File: src/rtl/ldr_pkg.sv
// Constants for the dimming register bank of channels nine to eleven
package ldr_pkg;
   localparam int ADDR_W = 8;
   localparam int DATA_W = 8;
   localparam int CODE_W = 6;
   localparam int LOW_W = 4;
   localparam int HIGH_W = 8;
   localparam int DUTY_W = 12;
   localparam int LEVEL_W = 8;
   localparam int PROD_W = 14;

   // Register offsets
   localparam logic [7:0] CHAN9_CURRENT_CODE = 8'h22;
   localparam logic [7:0] CHAN9_DUTY_LOW = 8'h23;
   localparam logic [7:0] CHAN9_DUTY_HIGH = 8'h24;
   localparam logic [7:0] CHAN10_CURRENT_CODE = 8'h25;
   localparam logic [7:0] CHAN10_DUTY_LOW = 8'h26;
   localparam logic [7:0] CHAN10_DUTY_HIGH = 8'h27;
   localparam logic [7:0] CHAN11_CURRENT_CODE = 8'h28;
   localparam logic [7:0] CHAN11_DUTY_LOW = 8'h29;
   localparam logic [7:0] CHAN11_DUTY_HIGH = 8'h2a;

   // Field positions
   localparam int CODE_MSB = 5;
   localparam int LOW_MSB = 3;
   localparam int HIGH_MSB = 7;

   // Reset values
   localparam logic [5:0] CODE_RST = 6'h3f;
   localparam logic [3:0] LOW_RST = 4'hf;
   localparam logic [7:0] HIGH_RST = 8'hff;

   // Current scaling: level = code * full scale / code maximum
   localparam logic [13:0] CODE_MAX = 14'h003f;
   localparam logic [13:0] LEVEL_FULL = 14'h00ff;
   localparam logic [7:0] UNMAPPED_DATA = 8'h00;
endpackage

File: src/rtl/ldr_chan.sv
// One channel: analog code, pending low nibble and applied duty value
module ldr_chan
   import ldr_pkg::*;
(
   input wire logic clk,
   input wire logic srst,
   input wire logic wr_code,
   input wire logic wr_low,
   input wire logic wr_high,
   input wire logic [7:0] wdata,
   output logic [5:0] analog_code,
   output logic [3:0] low_pending,
   output logic [11:0] duty_value,
   output logic [7:0] sink_current
);
   logic [13:0] code_product;
   logic [7:0] next_sink_current;

   // current scales by code over 63
   assign code_product = PROD_W'(analog_code) * LEVEL_FULL;
   assign next_sink_current = LEVEL_W'(code_product / CODE_MAX);

   always_ff @(posedge clk) begin
      if (srst) begin
         analog_code <= CODE_RST;
         low_pending <= LOW_RST;
         duty_value <= {HIGH_RST, LOW_RST};
         sink_current <= LEVEL_W'(LEVEL_FULL);
      end else begin
         // code stored from bits 5:0
         // upper bits are dropped
         if (wr_code) begin
            analog_code <= wdata[CODE_MSB:0];
         end
         // low nibble held pending
         if (wr_low) begin
            low_pending <= wdata[LOW_MSB:0];
         end
         // duty applied on high write
         // high byte fills duty 11:4
         if (wr_high) begin
            duty_value <= {wdata[HIGH_MSB:0], low_pending};
         end
         sink_current <= next_sink_current;
      end
   end
endmodule

File: src/rtl/ldr_dimming_regs.sv
// Dimming register bank for channels nine to eleven
// Functional notes
// Analog code is bits 5:0 of current register, read/write, resets to 63.
// Sink current level is analog code over 63 times full scale.
// Low duty register bits 3:0 read/write, reset ones; bits 7:4 read zero.
// High duty register holds duty bits 11:4, read/write, resets to ones.
// Low nibble waits; full duty applies only when high byte written.
// Code, low, high at consecutive addresses from 0x22, 0x25, 0x28.
// Current register bits 7:6 always read zero.
// Writes to reserved bits are ignored silently.
module ldr_dimming_regs
   import ldr_pkg::*;
(
   input wire logic clk,
   input wire logic srst,
   input wire logic reg_wr,
   input wire logic reg_rd,
   input wire logic [7:0] reg_addr,
   input wire logic [7:0] reg_wdata,
   output logic [7:0] reg_rdata,
   output logic reg_rvalid,
   output logic [5:0] chan9_analog_code,
   output logic [5:0] chan10_analog_code,
   output logic [5:0] chan11_analog_code,
   output logic [11:0] chan9_duty_value,
   output logic [11:0] chan10_duty_value,
   output logic [11:0] chan11_duty_value,
   output logic [7:0] chan9_sink_current,
   output logic [7:0] chan10_sink_current,
   output logic [7:0] chan11_sink_current
);
   logic hit9_code, hit9_low, hit9_high;
   logic hit10_code, hit10_low, hit10_high;
   logic hit11_code, hit11_low, hit11_high;
   logic [3:0] low9, low10, low11;
   logic [7:0] rd_mux;
   logic any_hit;

   // address decode per channel
   assign hit9_code = (reg_addr == CHAN9_CURRENT_CODE);
   assign hit9_low = (reg_addr == CHAN9_DUTY_LOW);
   assign hit9_high = (reg_addr == CHAN9_DUTY_HIGH);
   assign hit10_code = (reg_addr == CHAN10_CURRENT_CODE);
   assign hit10_low = (reg_addr == CHAN10_DUTY_LOW);
   assign hit10_high = (reg_addr == CHAN10_DUTY_HIGH);
   assign hit11_code = (reg_addr == CHAN11_CURRENT_CODE);
   assign hit11_low = (reg_addr == CHAN11_DUTY_LOW);
   assign hit11_high = (reg_addr == CHAN11_DUTY_HIGH);
   assign any_hit = hit9_code || hit9_low || hit9_high || hit10_code
      || hit10_low || hit10_high || hit11_code || hit11_low || hit11_high;

   ldr_chan u_chan9 (
      .clk(clk),
      .srst(srst),
      .wr_code(reg_wr && hit9_code),
      .wr_low(reg_wr && hit9_low),
      .wr_high(reg_wr && hit9_high),
      .wdata(reg_wdata),
      .analog_code(chan9_analog_code),
      .low_pending(low9),
      .duty_value(chan9_duty_value),
      .sink_current(chan9_sink_current)
   );

   ldr_chan u_chan10 (
      .clk(clk),
      .srst(srst),
      .wr_code(reg_wr && hit10_code),
      .wr_low(reg_wr && hit10_low),
      .wr_high(reg_wr && hit10_high),
      .wdata(reg_wdata),
      .analog_code(chan10_analog_code),
      .low_pending(low10),
      .duty_value(chan10_duty_value),
      .sink_current(chan10_sink_current)
   );

   ldr_chan u_chan11 (
      .clk(clk),
      .srst(srst),
      .wr_code(reg_wr && hit11_code),
      .wr_low(reg_wr && hit11_low),
      .wr_high(reg_wr && hit11_high),
      .wdata(reg_wdata),
      .analog_code(chan11_analog_code),
      .low_pending(low11),
      .duty_value(chan11_duty_value),
      .sink_current(chan11_sink_current)
   );

   // reserved code bits read zero
   // low register upper nibble reads zero
   assign rd_mux =
      hit9_code ? {2'b00, chan9_analog_code} :
      hit9_low ? {4'h0, low9} :
      hit9_high ? chan9_duty_value[11:4] :
      hit10_code ? {2'b00, chan10_analog_code} :
      hit10_low ? {4'h0, low10} :
      hit10_high ? chan10_duty_value[11:4] :
      hit11_code ? {2'b00, chan11_analog_code} :
      hit11_low ? {4'h0, low11} :
      hit11_high ? chan11_duty_value[11:4] :
      UNMAPPED_DATA;

   always_ff @(posedge clk) begin
      if (srst) begin
         reg_rdata <= 8'h00;
         reg_rvalid <= 1'b0;
      end else begin
         reg_rvalid <= reg_rd;
         if (reg_rd) begin
            reg_rdata <= rd_mux;
         end
      end
   end
endmodule

File: config.mk
export PLATFORM = sky130hd
export DESIGN_NAME = ldr_dimming_regs
export DESIGN_NICKNAME = d
export VERILOG_FILES = /design/src/rtl/ldr_pkg.sv /design/src/rtl/ldr_chan.sv /design/src/rtl/ldr_dimming_regs.sv
export SDC_FILE = /design/constraint.sdc
export NUM_CORES = 1
export LEC_CHECK = 0
export CAP_MARGIN = 20
export CORE_ASPECT_RATIO = 0.7
export CORE_MARGIN = 8
export CORE_UTILIZATION = 29
export DETAILED_ROUTE_END_ITERATION = 7
export DONT_BUFFER_PORTS = 1
export SYNTH_ARGS = -nofsm -noshare
export SYNTH_HDL_FRONTEND = slang
export SYNTH_HIERARCHICAL = 1
export SYNTH_SLANG_ARGS = --single-unit
File: constraint.sdc
create_clock -name clk -period 12.8 [get_ports clk]
set_clock_uncertainty 0.2 [all_clocks]
set_input_delay 1.28 -clock clk [delete_from_list [all_inputs] [get_ports clk]]
set_output_delay 1.28 -clock clk [all_outputs]
set_load 0.01 [all_outputs]
==> impl_metrics.json <==
{
  "core-area_sq_um": 42500,
  "crit_path_from": "u_chan9/analog_code[4]",
  "number_of_buffers_and_inverters_on_the_critical_path": 2,
  "net-switching-power_w": 0.000352,
  "required_time_worst_endpoint_ps": 12870,
  "mappedNetlistNets": 1617,
  "cp_slowest_stage_delay_ps": 750,
  "critPathKind": "register to register",
  "rsz_0062_raised_after_global_routing": "false",
  "starting_drc_count_in_detailed_routing": 1074,
  "clk_path_buf_depth": 2,
  "power.density_cell_area_nw_per_um2": 69.2,
  "grt_util_all_layers_pct": 15.6,
  "timing_worst_slew_pin_value_ps": 916,
  "critPathMostFrequentCell": "sky130_fd_sc_hd__fa_1",
  "min_from": "u_chan10/low_pending[2]",
  "total_number_of_h_tree_levels": 3,
  "post_synth_fa_ha_maj_area_fraction_pct": 14.7,
  "placed_area_sq_um": 12900,
  "critPathCaptureType": "register",
  "hold_class": "register to register",
  "die_area_sq_um": 50200,
  "yosys.area_share.simple_pct": 20.6,
  "synthXorXnorAreaFrac_pct": 5.30,
  "maximum_capacitance_violations": 0,
  "grt_first_pass_wirelength_um": 62700,
  "finalNetCount": 1577,
  "cts.sinks": 99,
  "finalWorstSetupSlack_ps": 3580,
  "post_synth.cell_area_avg_sq_um": 8.50,
  "finish.instance_area_sq_um": 13200,
  "r2r-start": "u_chan9/analog_code[4]",
  "critical_path.slowest_cell": "sky130_fd_sc_hd__a31oi_1",
  "synth_cell_type_count": 130,
  "design.portCount": 107,
  "layout_worst_path_cycle_share_pct": 72.1,
  "gp_routability_congestion": 0.972,
  "detailed_place_hpwl_um": 32100,
  "placementRows": 63,
  "first_global_vias": 10400,
  "power.sequential.fraction_pct": 35.5,
  "drt-pass1-iter-count": 6,
  "power.leakage_nw": 4.99,
  "synth-seq-area-share_pct": 15.8,
  "ctsHoldBuffers": 0,
  "ys_dominant_reg_cell": "sky130_fd_sc_hd__dfxtp_1",
  "post_cts_resized": 0,
  "worst-endpoint-arrival_ps": 9290,
  "synth-edff-count": 0,
  "yosysWarnings": 6,
  "async_set_reset_flop_share_out_of_synthesis_pct": 0,
  "synth_mux_area_share_pct": 6.19,
  "ant_nets": 0,
  "max_freq_ghz": 0.108,
  "area.growth.synth_to_final_pct": 5.47,
  "power.share.combinational_pct": 31.7,
  "cts_tree": "yes",
  "critical_path.top_delay_family": "compound AO/OA/AOI/OAI gates",
  "synth-seq-cells": 99,
  "initial_utilization_pct": 29.5,
  "grt_start_max_net_pins": 36,
  "numCtsBuffers": 9,
  "dieWidth_um": 264,
  "place.port_buffers": 0,
  "max-slew-margin-rel_pct": 38.6,
  "detail_route.drc_violations": 0,
  "crit_fanout": 11,
  "startpoint_types": "register",
  "gr-total-overflow": 0,
  "power_switching_share_pct": 38.5,
  "clk_pin_slew_worst_paths_ps": 90,
  "post_route_cells_drive_above_1_share_pct": 12.1,
  "finalHoldViolCount": 0,
  "setup_viol_count_final": 0,
  "clk-insertion-delay-late_ps": 390,
  "post-place-ws_ps": 3790,
  "ctsRootBufferMaster": "sky130_fd_sc_hd__clkbuf_16",
  "syn-cell-area_sq_um": 12500,
  "power_report.internal_total_w": 0.000562,
  "post_layout_nonfiller_instances": 1992,
  "detail_route.vias_per_cell": 5.72,
  "placed_cells": 1975,
  "drt_wl_total_um": 40100,
  "initial_antenna_violation_count": 0,
  "complex_gate_fraction_of_the_synthesized_area_pct": 31.5,
  "fp.dieH_um": 190,
  "period_needed_ps": 9220,
  "detailroute.via_count": 11400,
  "drv_slew": 0,
  "pwr-share-clk_pct": 32.8,
  "max-vdd-ir-drop_mv": 0.0672,
  "outcome": "finished clean",
  "dominant_combinational_cell_family_by_area_after_synthesis": "compound AO/OA/AOI/OAI gates",
  "fin_hold_ws_ps": 312,
  "fin_setup_tns_ps": 0,
  "syn-instance-count": 1474,
  "post-cts-setup-buffers": 0,
  "wl_per_cell_um": 20.1
}
==> worst register-to-register path: cells and delay by family, from the launching register on <==
kind | cells | cell delay (ps)
adders and majority gates | 5 | 2160
and+or+nand+nor | 5 | 800
DFF | 1 | 700
buffers and inverters | 2 | 300
AOI/OAI and AO/OA | 15 | 4480
xor gates and xnor gates | 1 | 460
==> area by class of cell <==
class	instances	area (sq um)
fill	4424	29300
multi-input combinational	1219	9810
sequential	99	1980
tap	552	691
inverter	99	372
clock buffer	9	225
clock inverter	7	80.1
timing repair buffer	6	45.0
antenna	1	2.50
==> synthesized netlist by cell type, drive strengths merged, types with 12 or more instances <==
library cell,count,share of area [%]
nand2,152,4.6
dfxtp,99,16
inv,96,2.9
nor2,94,3.0
ha,84,8.4
mux2i,70,5.6
o21ai,68,3.1
a21oi,46,2.0
nand3,45,1.8
xnor2,44,3.3
a211oi,39,2.7
fa,39,6.2
o211ai,39,2.5
nor3,35,1.5
clkbuf,31,1.3
a21o,29,1.9
and2,27,1.5
buf,24,1.4
a31oi,23,1.5
o21a,22,1.4
and3,20,1.1
xor2,17,1.5
nand2b,15,0.87
o21bai,15,1.0
or3,15,0.75
o22ai,14,0.70
o31ai,13,1.0
o211a,12,0.96
==> per-stage QoR <==
step	util, %	power, W
CTS	31.1	0.000920
floorplan	-	0.000566
finish	31.1	0.000914
global placement	30.4	0.000614
detailed placement	30.4	0.000615
global route	31.1	0.000962
==> cells in the final DEF, fill, tap and decap left out, drive strengths merged, types with 35 or more instances in the layout <==
master / synthesis / layout
fa: 39 / 39
a21oi: 46 / 46
inv: 96 / 99
nor3: 35 / 35
nand2: 152 / 152
nor2: 94 / 94
xnor2: 44 / 44
a211oi: 39 / 39
nand3: 45 / 45
o21ai: 68 / 68
mux2i: 70 / 70
dfxtp: 99 / 99
o211ai: 39 / 39
ha: 84 / 84
==> path summary, 6_finish.rpt <==
| kind | to | slack, ps | cells after the start |
|---|---|---|---|
| setup / recovery | u_chan9/sink_current[1] | 3580 | 28 |
| hold / removal | u_chan10/low_pending[2] | 310 | 2 |
| setup reg to reg | u_chan9/sink_current[1] | 3580 | 28 |
| hold reg to reg | u_chan10/low_pending[2] | 310 | 2 |
==> sequential cells by signal (all words and copies together) (netlist names) <==
| register | count |
|---|---|
| u_chan9/analog_code | 6 |
| u_chan11/analog_code | 6 |
| reg_rdata | 8 |
| u_chan9/low_pending | 4 |
| u_chan10/duty_value | 12 |
| u_chan11/duty_value | 12 |
| reg_rvalid | 1 |
| u_chan11/sink_current | 8 |
| u_chan11/low_pending | 4 |
| u_chan10/low_pending | 4 |
| u_chan10/sink_current | 8 |
| u_chan9/duty_value | 12 |
| u_chan9/sink_current | 8 |
| u_chan10/analog_code | 6 |
==> cell families (layout without fill, tap and decap cells) <==
family,Yosys count,in the layout
buffers and inverters,156,121
multiplexers,76,76
AND/OR/NAND/NOR,489,489
flip-flops,99,99
AO/OA/AOI/OAI,466,466
adder cells (fa/ha/maj),124,124
other,0,1
XOR/XNOR,64,64
==> power groups by stage <==
| stage | Clock (W) | Sequential [W] | Combinational (W) |
|---|---|---|---|
| after global routing | 0.000320 | 0.000326 | 0.000316 |
| after CTS | 0.000309 | 0.000326 | 0.000284 |
| final | 0.000300 | 0.000325 | 0.000290 |
| after floorplan | 0 | 0.000329 | 0.000237 |
| after detailed placement | 0 | 0.000333 | 0.000282 |
| after global placement | 0 | 0.000333 | 0.000281 |
==> layer usage <==
metal	track usage (%)	share of wire, %	vias up	wire, um
met5	0	0	-	0
li1	-	-	5467	-
met4	4.05	1.9	0	745
met3	3.92	8.3	32	3330
met2	22.2	41	408	16600
met1	22.9	49	5482	19500
(Power assumes the default switching activity.)
